<file path="config.mk">
export PLATFORM = sky130hd
export DESIGN_NAME = wrs_supervisor
export DESIGN_NICKNAME = d
export VERILOG_FILES = /design/src/shared/wrs_pkg.sv /design/src/hdl/wrs_supervisor.sv /design/src/hdl/wrs_tick_gen.sv
export SDC_FILE = /design/constraint.sdc
export NUM_CORES = 1
export LEC_CHECK = 0
export ABC_AREA = 1
export BUFFER_PORTS_ARGS = -buffer_cell sky130_fd_sc_hd__buf_4
export CORE_AREA = 2 2 111 113
export DETAILED_ROUTE_END_ITERATION = 10
export DIE_AREA = 0 0 113 115
export PLACE_DENSITY = 0.79
export SYNTH_ARGS = -nofsm -noshare
export SYNTH_HDL_FRONTEND = slang
export SYNTH_SLANG_ARGS = --single-unit
</file>
<file path="constraint.sdc">
create_clock -name core_clk_i -period 4.1 [get_ports core_clk_i]
set_clock_uncertainty 0.1 [all_clocks]
set_input_delay 0.41 -clock core_clk_i [delete_from_list [all_inputs] [get_ports core_clk_i]]
set_output_delay 0.41 -clock core_clk_i [all_outputs]
set_load 0.05 [all_outputs]
</file>
<file path="src/shared/wrs_pkg.sv">
// Constants, register map, codes and state layouts of the watchdog and reset supervisor.
// Assumes a 40 MHz core clock and an APB slave with one 32-bit word per register.
`default_nettype none
package wrs_pkg;
   // Timing base: a 100 us tick derived from the core clock
   localparam int CLK_KHZ = 40_000;
   localparam int TICK_US = 100;
   localparam int TICK_CYC = TICK_US * CLK_KHZ / 1000;
   // Least reset pulse widths in us, turned into ticks rounded up
   localparam int RST_US_00 = 20_000;
   localparam int RST_US_01 = 10_000;
   localparam int RST_US_10 = 3_600;
   localparam int RST_US_11 = 1_000;
   localparam logic [7:0] RST_T_00 = 8'((RST_US_00 + TICK_US - 1) / TICK_US);
   localparam logic [7:0] RST_T_01 = 8'((RST_US_01 + TICK_US - 1) / TICK_US);
   localparam logic [7:0] RST_T_10 = 8'((RST_US_10 + TICK_US - 1) / TICK_US);
   localparam logic [7:0] RST_T_11 = 8'((RST_US_11 + TICK_US - 1) / TICK_US);
   localparam int TICKS_PER_MS = 1000 / TICK_US;
   // Watchdog mode and period codes
   localparam logic [2:0] WMC_AUTO = 3'h1;
   localparam logic [2:0] WMC_TIMEOUT = 3'h2;
   localparam logic [2:0] WMC_WINDOW = 3'h4;
   localparam logic [3:0] NWP_8 = 4'h8;
   localparam logic [3:0] NWP_16 = 4'h1;
   localparam logic [3:0] NWP_32 = 4'h2;
   localparam logic [3:0] NWP_64 = 4'hB;
   localparam logic [3:0] NWP_128 = 4'h4;
   localparam logic [3:0] NWP_256 = 4'hD;
   localparam logic [3:0] NWP_1024 = 4'hE;
   localparam logic [3:0] NWP_4096 = 4'h7;
   // Register indices; byte address is four times the index
   localparam logic [6:0] IDX_WD_CTRL = 7'h00;
   localparam logic [6:0] IDX_MODE = 7'h01;
   localparam logic [6:0] IDX_MAIN_STAT = 7'h03;
   localparam logic [6:0] IDX_WD_STAT = 7'h05;
   localparam logic [6:0] IDX_SUP_CTRL = 7'h10;
   localparam logic [6:0] IDX_SUP_STAT = 7'h1B;
   localparam logic [6:0] IDX_EVT = 7'h61;
   localparam logic [6:0] IDX_EVT_EN = 7'h62;
   localparam logic [6:0] IDX_STARTUP = 7'h73;
   localparam logic [6:0] IDX_CFG = 7'h74;
   // Operating mode request codes in the mode register
   localparam logic [2:0] MC_SLEEP = 3'h1;
   localparam logic [2:0] MC_STANDBY = 3'h4;
   localparam logic [2:0] MC_NORMAL = 3'h7;
   // Event register bit positions
   localparam int EV_PO = 0;
   localparam int EV_OTW = 1;
   localparam int EV_V1U = 2;
   localparam int EV_SPIF = 3;
   localparam int EV_WAKE = 4;
   localparam int EV_WDF = 5;
   typedef enum logic [2:0] {
      OM_RESET = 3'h0, OM_STANDBY = 3'h1, OM_NORMAL = 3'h2,
      OM_SLEEP = 3'h3, OM_OVERTEMP = 3'h4
   } wrs_op_mode_type;
   typedef enum logic [1:0] {
      WD_OFF = 2'h0, WD_WINDOW = 2'h1, WD_TIMEOUT = 2'h2
   } wrs_wd_eff_type;
   typedef enum logic [3:0] {
      RC_POR = 4'h0, RC_WIN_EARLY = 4'h1, RC_WIN_OVF = 4'h2, RC_TO_OVF = 4'h3,
      RC_RECONF = 4'h4, RC_EXT = 4'h5, RC_UV = 4'h6, RC_OTEMP = 4'h7,
      RC_SLEEP_WAKE = 4'h8, RC_ILL_SLEEP = 4'h9
   } wrs_cause_type;
   typedef struct packed {
      wrs_op_mode_type op_mode;
      wrs_wd_eff_type wd_eff;
      logic [2:0] wd_mode_sel;
      logic [3:0] period_sel;
      logic [15:0] wd_cnt;
      logic [7:0] rst_ticks;
      logic rst_cold;
      wrs_cause_type cause;
      logic [1:0] rst_len_sel;
      logic aux_startup;
      logic [1:0] aux_cfg;
      logic [1:0] thr_sel;
      logic [1:0] thr_startup;
      logic sw_dev_mode_ctrl;
      logic sleep_dis;
      logic [5:0] events;
      logic [1:0] evt_en;
      logic overtemp_warn_status;
      logic sup_low;
      logic pin_oe;
      logic rxd_force;
      logic v1_en;
      logic xcvr_en;
      logic por_pend;
      logic pready;
      logic pslverr;
      logic [31:0] prdata;
   } wrs_state_type;
   typedef struct packed {
      logic [15:0] cnt;
      logic tick;
   } wrs_tick_state_type;
endpackage
`default_nettype wire

</file>
<file path="src/hdl/wrs_supervisor.sv">
// Watchdog, operating mode and system reset supervisor with an APB register slave.
// Assumes analog comparators deliver supply, temperature and wake levels synchronous to core_clk_i.
`default_nettype none
module wrs_supervisor
   import wrs_pkg::*;
#(
   parameter int TICK_CYC_P = TICK_CYC
)
(
   input wire logic core_clk_i,
   input wire logic reset_n_i,
   input wire logic psel,
   input wire logic penable,
   input wire logic pwrite,
   input wire logic [11:0] paddr,
   input wire logic [31:0] pwdata,
   output logic [31:0] prdata,
   output logic pready,
   output logic pslverr,
   input wire logic [3:0] supply_uv_i,
   input wire logic overtemp_i,
   input wire logic overtemp_warn_i,
   input wire logic wake_i,
   input wire logic reset_out_n_i,
   output logic reset_out_n_o,
   output logic reset_out_n_oe_o,
   output logic rxd_force_low_o,
   output logic main_supply_en_o,
   output logic xcvr_en_o,
   output logic [2:0] op_mode_o
);
   wrs_state_type st_r;
   wrs_state_type st_nxt;
   logic tick;
   logic [6:0] idx;
   logic addr_ok;
   logic access;
   logic wr_commit;
   logic [15:0] period;
   logic [15:0] half;
   logic [7:0] rst_len;
   logic [31:0] rd_val;
   logic mapped;

   wrs_tick_gen #(
      .TICK_CYC_P(TICK_CYC_P)
   ) u_tick (
      .core_clk_i(core_clk_i),
      .reset_n_i(reset_n_i),
      .tick_o(tick)
   );

   // Nominal period in ticks; doubles as the validity check of a period code
   function automatic logic [15:0] period_ticks(input logic [3:0] sel);
      case (sel)
         NWP_8: period_ticks = 16'(8 * TICKS_PER_MS);
         NWP_16: period_ticks = 16'(16 * TICKS_PER_MS);
         NWP_32: period_ticks = 16'(32 * TICKS_PER_MS);
         NWP_64: period_ticks = 16'(64 * TICKS_PER_MS);
         NWP_128: period_ticks = 16'(128 * TICKS_PER_MS);
         NWP_256: period_ticks = 16'(256 * TICKS_PER_MS);
         NWP_1024: period_ticks = 16'(1024 * TICKS_PER_MS);
         NWP_4096: period_ticks = 16'(4096 * TICKS_PER_MS);
         default: period_ticks = 16'h0000;
      endcase
   endfunction

   // Watchdog behaviour that follows from selected code, chip mode and RXD
   function automatic wrs_wd_eff_type wd_eff_of(input logic [2:0] watchdog_mode_sel, input logic sw_dev_mode_ctrl,
                                                input wrs_op_mode_type om, input logic rxd_low);
      wd_eff_of = WD_OFF;
      case (watchdog_mode_sel)
         WMC_WINDOW:
         begin
            if (om == OM_NORMAL)
               wd_eff_of = WD_WINDOW;
            else if (om == OM_STANDBY || om == OM_SLEEP)
               wd_eff_of = WD_TIMEOUT;
         end
         WMC_TIMEOUT:
         begin
            if (om == OM_NORMAL || om == OM_STANDBY || om == OM_SLEEP)
               wd_eff_of = WD_TIMEOUT;
         end
         WMC_AUTO:
         begin
            if (!sw_dev_mode_ctrl && (om == OM_NORMAL || (om == OM_STANDBY && rxd_low)))
               wd_eff_of = WD_TIMEOUT;
         end
         default: wd_eff_of = WD_OFF;
      endcase
   endfunction

   assign period = period_ticks(st_r.period_sel);
   assign half = {1'b0, period[15:1]};
   assign idx = paddr[8:2];
   assign addr_ok = (paddr[11:9] == 3'h0) && (paddr[1:0] == 2'h0);
   assign access = psel && penable;
   assign wr_commit = access && st_r.pready && pwrite;

   // Cold starts take the selected length, warm starts the shortest
   always_comb
   begin
      rst_len = RST_T_11;
      if (st_r.rst_cold)
      begin
         case (st_r.rst_len_sel)
            2'h0: rst_len = RST_T_00;
            2'h1: rst_len = RST_T_01;
            2'h2: rst_len = RST_T_10;
            default: rst_len = RST_T_11;
         endcase
      end
   end

   // Read multiplexer; unmapped words answer with an error and zero data
   always_comb
   begin
      rd_val = 32'h0000_0000;
      mapped = addr_ok;
      case (idx)
         IDX_WD_CTRL: rd_val[7:0] = {st_r.wd_mode_sel, 1'b0, st_r.period_sel};
         IDX_MODE: rd_val[2:0] = st_r.op_mode;
         IDX_MAIN_STAT: rd_val[4:0] = {st_r.overtemp_warn_status, st_r.cause};
         IDX_WD_STAT:
         begin
            if (st_r.wd_eff == WD_OFF)
               rd_val[1:0] = 2'h0;
            else if (st_r.wd_cnt < half)
               rd_val[1:0] = 2'h1;
            else
               rd_val[1:0] = 2'h2;
         end
         IDX_SUP_CTRL: rd_val[3:0] = {st_r.aux_cfg, st_r.thr_sel};
         IDX_SUP_STAT: rd_val[0] = st_r.sup_low;
         IDX_EVT: rd_val[5:0] = st_r.events;
         IDX_EVT_EN: rd_val[1:0] = st_r.evt_en;
         IDX_STARTUP: rd_val[5:3] = {st_r.rst_len_sel, st_r.aux_startup};
         IDX_CFG: rd_val[5:0] = {st_r.thr_startup, 1'b0, st_r.sw_dev_mode_ctrl, 1'b0, st_r.sleep_dis};
         default: mapped = 1'b0;
      endcase
   end

   // Next-state logic of the whole supervisor
   always_comb
   begin
      logic go_rst;
      logic cold;
      logic trig;
      logic ovf;
      wrs_cause_type why;
      logic [5:0] ev_set;
      logic [5:0] ev_clr;
      wrs_wd_eff_type eff;
      go_rst = 1'b0;
      cold = 1'b0;
      trig = 1'b0;
      ovf = 1'b0;
      why = RC_POR;
      ev_set = 6'h00;
      ev_clr = 6'h00;
      eff = WD_OFF;
      st_nxt = st_r;

      // APB handshake: one wait state, then data and error stand with pready
      st_nxt.pready = access && !st_r.pready;
      st_nxt.pslverr = access && !st_r.pready && !mapped;
      st_nxt.prdata = (access && !st_r.pready && !pwrite && mapped) ? rd_val : 32'h0000_0000;

      // Power-up: load startup selections and flag the event once
      if (st_r.por_pend)
      begin
         st_nxt.por_pend = 1'b0;
         ev_set[EV_PO] = 1'b1;
         st_nxt.aux_cfg = st_r.aux_startup ? 2'h3 : 2'h0;
         st_nxt.thr_sel = st_r.thr_startup;
      end

      // Register writes take effect at the edge that completes the access
      if (wr_commit && mapped)
      begin
         case (idx)
            IDX_WD_CTRL:
            begin
               if (period_ticks(pwdata[3:0]) == 16'h0000 ||
                   !(pwdata[7:5] == WMC_AUTO || pwdata[7:5] == WMC_TIMEOUT ||
                     pwdata[7:5] == WMC_WINDOW))
               begin
                  if (st_r.evt_en[1])
                     ev_set[EV_SPIF] = 1'b1;
               end
               else if (st_r.op_mode == OM_NORMAL &&
                        (pwdata[7:5] != st_r.wd_mode_sel || pwdata[3:0] != st_r.period_sel))
               begin
                  go_rst = 1'b1;
                  why = RC_RECONF;
               end
               else
               begin
                  st_nxt.wd_mode_sel = pwdata[7:5];
                  st_nxt.period_sel = pwdata[3:0];
                  trig = 1'b1;
               end
            end
            IDX_MODE:
            begin
               if (st_r.op_mode == OM_NORMAL || st_r.op_mode == OM_STANDBY)
               begin
                  case (pwdata[2:0])
                     MC_NORMAL: st_nxt.op_mode = OM_NORMAL;
                     MC_STANDBY: st_nxt.op_mode = OM_STANDBY;
                     MC_SLEEP:
                     begin
                        if (st_r.sleep_dis || st_r.events[EV_WAKE])
                        begin
                           go_rst = 1'b1;
                           why = RC_ILL_SLEEP;
                        end
                        else
                           st_nxt.op_mode = OM_SLEEP;
                     end
                     default: st_nxt.op_mode = st_r.op_mode;
                  endcase
               end
            end
            IDX_SUP_CTRL: {st_nxt.aux_cfg, st_nxt.thr_sel} = pwdata[3:0];
            IDX_EVT: ev_clr = pwdata[5:0];
            IDX_EVT_EN: st_nxt.evt_en = pwdata[1:0];
            IDX_STARTUP: {st_nxt.rst_len_sel, st_nxt.aux_startup} = pwdata[5:3];
            IDX_CFG:
            begin
               st_nxt.thr_startup = pwdata[5:4];
               st_nxt.sw_dev_mode_ctrl = pwdata[2];
               st_nxt.sleep_dis = pwdata[0];
            end
            default: st_nxt.prdata = st_nxt.prdata;
         endcase
      end

      // Watchdog timer; a change of behaviour restarts it from zero
      eff = wd_eff_of(st_r.wd_mode_sel, st_r.sw_dev_mode_ctrl, st_r.op_mode, st_r.rxd_force);
      st_nxt.wd_eff = eff;
      if (eff == WD_OFF || eff != st_r.wd_eff)
         st_nxt.wd_cnt = 16'h0000;
      else if (trig)
      begin
         if (eff == WD_WINDOW && st_r.wd_cnt < half)
         begin
            go_rst = 1'b1;
            why = RC_WIN_EARLY;
         end
         st_nxt.wd_cnt = 16'h0000;
      end
      else if (tick)
      begin
         if (st_r.wd_cnt + 16'h0001 >= period)
         begin
            ovf = 1'b1;
            st_nxt.wd_cnt = 16'h0000;
         end
         else
            st_nxt.wd_cnt = st_r.wd_cnt + 16'h0001;
      end
      if (ovf && eff == WD_WINDOW)
      begin
         go_rst = 1'b1;
         why = RC_WIN_OVF;
      end
      else if (ovf && st_r.op_mode == OM_SLEEP)
      begin
         ev_set[EV_WAKE] = 1'b1;
         ev_set[EV_WDF] = 1'b1;
         if (st_r.events[EV_WDF])
         begin
            // Supply back on so the host can clear the flag and retrigger
            st_nxt.rxd_force = 1'b1;
            st_nxt.v1_en = 1'b1;
            st_nxt.op_mode = OM_STANDBY;
         end
      end
      else if (ovf && st_r.events[EV_WDF])
      begin
         go_rst = 1'b1;
         why = RC_TO_OVF;
      end
      else if (ovf)
         ev_set[EV_WDF] = 1'b1;

      // Wake-ups: autonomous mode stays out of Reset, others reset from Sleep
      if (wake_i && !ovf)
      begin
         if (st_r.wd_mode_sel == WMC_AUTO && eff == WD_OFF &&
             (st_r.op_mode == OM_SLEEP || st_r.op_mode == OM_STANDBY))
         begin
            ev_set[EV_WAKE] = 1'b1;
            st_nxt.rxd_force = 1'b1;
            st_nxt.v1_en = 1'b1;
            st_nxt.op_mode = OM_STANDBY;
         end
         else if (st_r.op_mode == OM_SLEEP)
         begin
            ev_set[EV_WAKE] = 1'b1;
            go_rst = 1'b1;
            cold = 1'b1;
            why = RC_SLEEP_WAKE;
         end
      end

      // Supply monitor; the selected threshold index follows the 90..60 order
      st_nxt.sup_low = supply_uv_i[0];
      if (supply_uv_i[0] && !st_r.sup_low && st_r.evt_en[0])
         ev_set[EV_V1U] = 1'b1;
      if (supply_uv_i[st_r.thr_sel] && st_r.op_mode != OM_SLEEP &&
          st_r.op_mode != OM_OVERTEMP)
      begin
         go_rst = 1'b1;
         cold = 1'b1;
         why = RC_UV;
      end

      // External pull-down seen while the pin is not driven here
      if (!reset_out_n_i && !st_r.pin_oe && st_r.op_mode != OM_SLEEP &&
          st_r.op_mode != OM_OVERTEMP)
      begin
         go_rst = 1'b1;
         why = RC_EXT;
      end

      // Temperature is not watched in Sleep, so the warning is held there
      if (st_r.op_mode != OM_SLEEP)
      begin
         st_nxt.overtemp_warn_status = overtemp_warn_i;
         if (overtemp_warn_i && !st_r.overtemp_warn_status)
            ev_set[EV_OTW] = 1'b1;
      end

      // Reset mode: count the pulse, release, wait for the pin to rise
      if (st_r.op_mode == OM_RESET)
      begin
         if (st_r.pin_oe)
         begin
            if (tick)
               st_nxt.rst_ticks = st_r.rst_ticks + 8'h01;
            if (st_r.rst_ticks > rst_len)
               st_nxt.pin_oe = 1'b0;
         end
         else if (reset_out_n_i)
            st_nxt.op_mode = OM_STANDBY;
         // A reset while already here only restarts the pulse
         if (go_rst)
         begin
            go_rst = 1'b0;
            st_nxt.rst_ticks = 8'h00;
            st_nxt.pin_oe = 1'b1;
            st_nxt.rst_cold = st_r.rst_cold || cold;
         end
      end

      // Overtemp has priority: pin low, main supply and transceiver off
      if (st_r.op_mode == OM_OVERTEMP)
      begin
         go_rst = 1'b0;
         st_nxt.op_mode = OM_OVERTEMP;
         if (!overtemp_i)
         begin
            go_rst = 1'b1;
            cold = 1'b1;
            why = RC_OTEMP;
         end
      end
      else if (overtemp_i && st_r.op_mode != OM_SLEEP)
      begin
         go_rst = 1'b0;
         st_nxt.op_mode = OM_OVERTEMP;
         st_nxt.pin_oe = 1'b1;
      end

      // System reset entry: restore watchdog defaults
      if (go_rst)
      begin
         st_nxt.op_mode = OM_RESET;
         st_nxt.pin_oe = 1'b1;
         st_nxt.rst_ticks = 8'h00;
         st_nxt.rst_cold = cold;
         st_nxt.cause = why;
         st_nxt.wd_mode_sel = st_r.sw_dev_mode_ctrl ? WMC_AUTO : WMC_TIMEOUT;
         st_nxt.period_sel = NWP_128;
      end

      // Outputs that follow the resulting mode
      st_nxt.xcvr_en = (st_nxt.op_mode == OM_NORMAL);
      if (st_nxt.op_mode == OM_OVERTEMP || st_nxt.op_mode == OM_SLEEP)
         st_nxt.v1_en = 1'b0;
      else if (st_nxt.op_mode != st_r.op_mode || st_r.op_mode != OM_SLEEP)
         st_nxt.v1_en = 1'b1;

      // Events: set beats a clear in the same cycle; RXD force ends with wake
      st_nxt.events = (st_r.events & ~ev_clr) | ev_set;
      if (!st_nxt.events[EV_WAKE])
         st_nxt.rxd_force = 1'b0;
   end

   // Power-up leaves Off mode into a cold Reset with the pin driven low
   always_ff @(posedge core_clk_i or negedge reset_n_i)
   begin
      if (!reset_n_i)
      begin
         st_r <= '0;
         st_r.op_mode <= OM_RESET;
         st_r.cause <= RC_POR;
         st_r.wd_mode_sel <= WMC_TIMEOUT;
         st_r.period_sel <= NWP_128;
         st_r.rst_cold <= 1'b1;
         st_r.pin_oe <= 1'b1;
         st_r.v1_en <= 1'b1;
         st_r.por_pend <= 1'b1;
      end
      else
         st_r <= st_nxt;
   end

   // Every output but reset_out_n_o comes straight from the state register; that pin is always driven low
   assign prdata = st_r.prdata;
   assign pready = st_r.pready;
   assign pslverr = st_r.pslverr;
   assign reset_out_n_o = st_r.por_pend & ~st_r.por_pend;
   assign reset_out_n_oe_o = st_r.pin_oe;
   assign rxd_force_low_o = st_r.rxd_force;
   assign main_supply_en_o = st_r.v1_en;
   assign xcvr_en_o = st_r.xcvr_en;
   assign op_mode_o = st_r.op_mode;
endmodule
`default_nettype wire

</file>
<file path="src/hdl/wrs_tick_gen.sv">
// Free-running prescaler that gives one tick pulse every TICK_CYC core clocks.
// Assumes one clock domain; the tick feeds the watchdog and reset pulse counters.
`default_nettype none
module wrs_tick_gen
   import wrs_pkg::*;
#(
   parameter int TICK_CYC_P = TICK_CYC
)
(
   input wire logic core_clk_i,
   input wire logic reset_n_i,
   output logic tick_o
);
   wrs_tick_state_type st_r;
   wrs_tick_state_type st_nxt;

   // Refuse a divider that the 16-bit counter cannot hold
   if (TICK_CYC_P < 2 || TICK_CYC_P > 65535)
   begin : g_bad_div
      $error("wrs_tick_gen: TICK_CYC_P out of range");
   end

   // Count down to the tick so the divider stays one comparator wide
   always_comb
   begin
      st_nxt = st_r;
      st_nxt.tick = 1'b0;
      if (st_r.cnt == 16'h0000)
      begin
         st_nxt.cnt = 16'(TICK_CYC_P - 1);
         st_nxt.tick = 1'b1;
      end
      else
         st_nxt.cnt = st_r.cnt - 16'h0001;
   end

   always_ff @(posedge core_clk_i or negedge reset_n_i)
   begin
      if (!reset_n_i)
         st_r <= '0;
      else
         st_r <= st_nxt;
   end

   assign tick_o = st_r.tick;
endmodule
`default_nettype wire

</file>
==> summary.txt <==
Status
  • Status: finished with violations
  • Violated checks: DRC

Logic synthesis
  • Post-synthesis async set-or-reset flop share: 100%
  • Mapped Avg Cell Area: 7.56 µm²
  • Post-synthesis sequential area ratio: 35.4%
  • Count leader, synth: nand2_1
  • EDFF count, synth: 0
  • Synth top cells by count: nand2_1 (165), inv_1 (128), dfrtp_1 (88), nor2_1 (83), o21ai_0 (49)
  • Cell taking the most area after synthesis: dfrtp_1
  • Top cell type's share of synthesized area: 33.0%
  • Synth Flop Type: dfrtp_1
  • Yosys Warn Count: 0
  • Flops & latches, synth: 94
  • Top cells by area, synth: dfrtp_1 (33%), nand2_1 (9.3%), ha_1 (7.5%)
  • Mapped Area: 0.00667 mm²
  • Mapped Cells: 882
  • Synth cell types: 51

STA
  • Final Max Tran Viols: 0
  • Worst slew margin: 36.2%
  • Worst-Margin Slew: 0.948 ns
  • Final WS setup: 0.401 ns
  • Setup TNS: 0 ns
  • Crit share post-route: 90.2%
  • Tmin final: 3.70 ns
  • RSZ-0062 raised after global routing: false
  • Final Hold Fails: 0
  • Setup Viol. Count Final: 0
  • Fmax: 270 MHz

Critical path
  • Crit path arrival time: 3.89 ns
  • R2r startpoint: st_r[75]
  • CP Data Required Time: 4.29 ns
  • Critical Path Start Type: flop
  • Crit path capture type: flop
  • Critical path peak fanout: 8
  • Critical path type: reg -> reg
  • Setup crit start: st_r[75]

Placement
  • RePlAce Congestion: 0.971
  • Post-DP HPWL: 11.7 mm
  • Dpl ws: 0.200 ns
  • Input/output buffers: 49

Finish
  • Layout cells sized above 1: 14.1%
  • Final #Nets: 1,024
  • Area grow syn2layout: 10.1%
  • N_diodes: 0

GRT
  • Initial antenna violation count: 0
  • Remaining Overflow, GRT: 0
  • Number of global-route vias before repair: 5,569
  • First-pass GRT wire length: 26.4 mm
  • Largest net degree at the start of global routing: 70
  • All-Layer GR Usage: 25.4%

Power and ir drop
  • Psw: 0.616 mW
  • Clk pwr share: 40.9%
  • Pwr dens: 290 mW/mm²
  • Combinational power share: 13.5%
  • Switching Fraction: 28.9%
  • Max VDD drop: 0.154 mV
  • Register share of total power: 45.7%
  • Int Pwr: 1.51 mW
  • Leak pwr: 3.65 nW

Floorplanning
  • DIE AREA: 0.0130 mm²
  • Row count: 40
  • Initial Util: 56.5%
  • Chip height: 115 µm
  • I/O Pins: 99
  • Core Area: 0.0118 mm²
  • Die Wd: 113 µm

Clock tree
  • Clk_lat worst skew: 0.35 ns
  • CTS tree: built
  • Root buf cell: clkbuf_16
  • Clock slew at reported path FFs: 0.07 ns
  • Number of buffers inserted by hold repair at cts: 0
  • Postcts setup bufs: 0
  • Max clock buf depth: 2
  • Clock sink count: 94
  • H-tree levels: 3
  • CTS Buf Count: 9

Flow run
  • # Max-Cap Violations: 0

Route
  • WL final: 15.4 mm
  • Via density: 5.44
  • Number of remaining DRC errors: 16
  • Iter 0 DRT Violations: 320
  • DR pass1 iterations: 8
  • Final ANT Viol Nets: 0
  • Drt wl/cell: 14.3 µm
  • Vias: 5,867

Min path
  • Hold/Removal Path Class: in -> async
==> area by class of cell <==
type,instances,area [µm²]
multi-input cells,632,3590
well taps,147,184
repair buffers,51,383
clock inverters,7,81.3
clock buffers,9,225
inverters,139,522
fillers,1067,4470
flip-flops and latches,94,2360
==> state kept, by name, indices dropped and copies added (netlist names) <==
name              flops
main_supply_en_o      1
op_mode_o             3
prdata                8
pready                1
pslverr               1
reset_out_n_oe_o      1
rxd_force_low_o       1
st_r                 60
u_tick.st_r          16
u_tick.tick_o         1
xcvr_en_o             1
==> worst max-delay path, cell delays in order, from the launching register on <==
cell     delay [ns]
dfrtp_1        0.46
nand4_1        0.20
nor3_2         0.22
nand3_1        0.15
nor3_2         0.24
nand3_1        0.13
xor2_1         0.18
inv_1          0.06
ha_1           0.30
nand2_1        0.05
inv_1          0.04
nand2_1        0.05
nor2_1         0.13
nand3_1        0.13
nand3_2        0.15
nand3_4        0.12
nand3_2        0.13
nand2_4        0.09
nor2_4         0.16
nand2_2        0.10
inv_1          0.24
nand4_1        0.14
nand2_1        0.08
==> what timing repair did <==
action	CTS	global route
endpoints found under the setup margin	0	26
endpoints found under the hold margin	0	0
gates resized for setup	0	2
==> cell families after synthesis <==
| family | after synthesis | synth area share [%] |
|---|---|---|
| simple gates | 399 | 28.7 |
| buf+inv | 181 | 12.4 |
| compound gates | 140 | 12.4 |
| flops | 94 | 35.4 |
| fa+ha+maj | 40 | 7.51 |
| xor+xnor | 27 | 3.55 |
| other cells | 1 | 0.0562 |
==> stage by stage <==
| step | std cells | util [%] | instance area [µm²] | hold WS (ns) | power [mW] |
|---|---|---|---|---|---|
| after floorplan | 907 | - | 6760 | 0.0144 | 1.20 |
| after global placement | 1063 | 59.5 | 7020 | 0.322 | 1.27 |
| after detailed placement | 1063 | 59.5 | 7020 | 0.325 | 1.27 |
| after CTS | 1079 | 62.1 | 7330 | 0.0567 | 2.15 |
| after global routing | 1079 | 62.2 | 7340 | 0.0569 | 2.22 |
| final | 1079 | 62.2 | 7340 | 0.0646 | 2.13 |
==> power groups by stage <==
stage	registers (mW)	clock network [mW]	logic [mW]
after global routing	0.973	0.929	0.318
after global placement	0.988	0	0.282
final	0.971	0.869	0.287
after detailed placement	0.988	0	0.285
after CTS	0.971	0.888	0.288
after floorplan	0.984	0	0.219
==> worst paths after layout <==
| path | endpoint | slack (ns) | cells after the start |
|---|---|---|---|
| worst min register to register | u_tick.st_r[1] | 0.33 | 1 |
| max in group asynchronous | u_tick.st_r[14] | 2.99 | 2 |
| worst min-delay path | st_r[88] | 0.06 | 1 |
| worst max-delay path | st_r[71] | 0.40 | 22 |
| worst max register to register | st_r[71] | 0.40 | 22 |
| min in group core_clk_i | st_r[39] | 0.07 | 1 |
==> cell usage in the layout (no fill, tap or decap), drive strengths merged, types with 2 or more instances in the layout <==
cell / n
nand2: 179
a31oi: 9
o211ai: 4
xor2: 20
o21ai: 63
nor3: 25
clkinv: 3
o21bai: 2
nor4: 9
dfrtp: 88
dfstp: 6
nor3b: 3
nor2: 98
conb: 26
inv: 141
o21a: 3
nand3: 56
o2111ai: 2
nand3b: 4
nand4: 23
buf: 51
o22ai: 18
clkbuf: 9
ha: 40
xnor2: 7
a21oi: 32
o31ai: 2
==> routing by layer <==
| layer | GRT usage (%) | up-vias | wire (µm) |
|---|---|---|---|
| met4 | 10.0 | 0 | 399 |
| met5 | 0 | - | 0 |
| met1 | 32.9 | 2712 | 6700 |
| met3 | 4.90 | 31 | 1020 |
| met2 | 42.2 | 182 | 7290 |
| li1 | - | 2942 | - |
(Power assumes the default switching activity.)
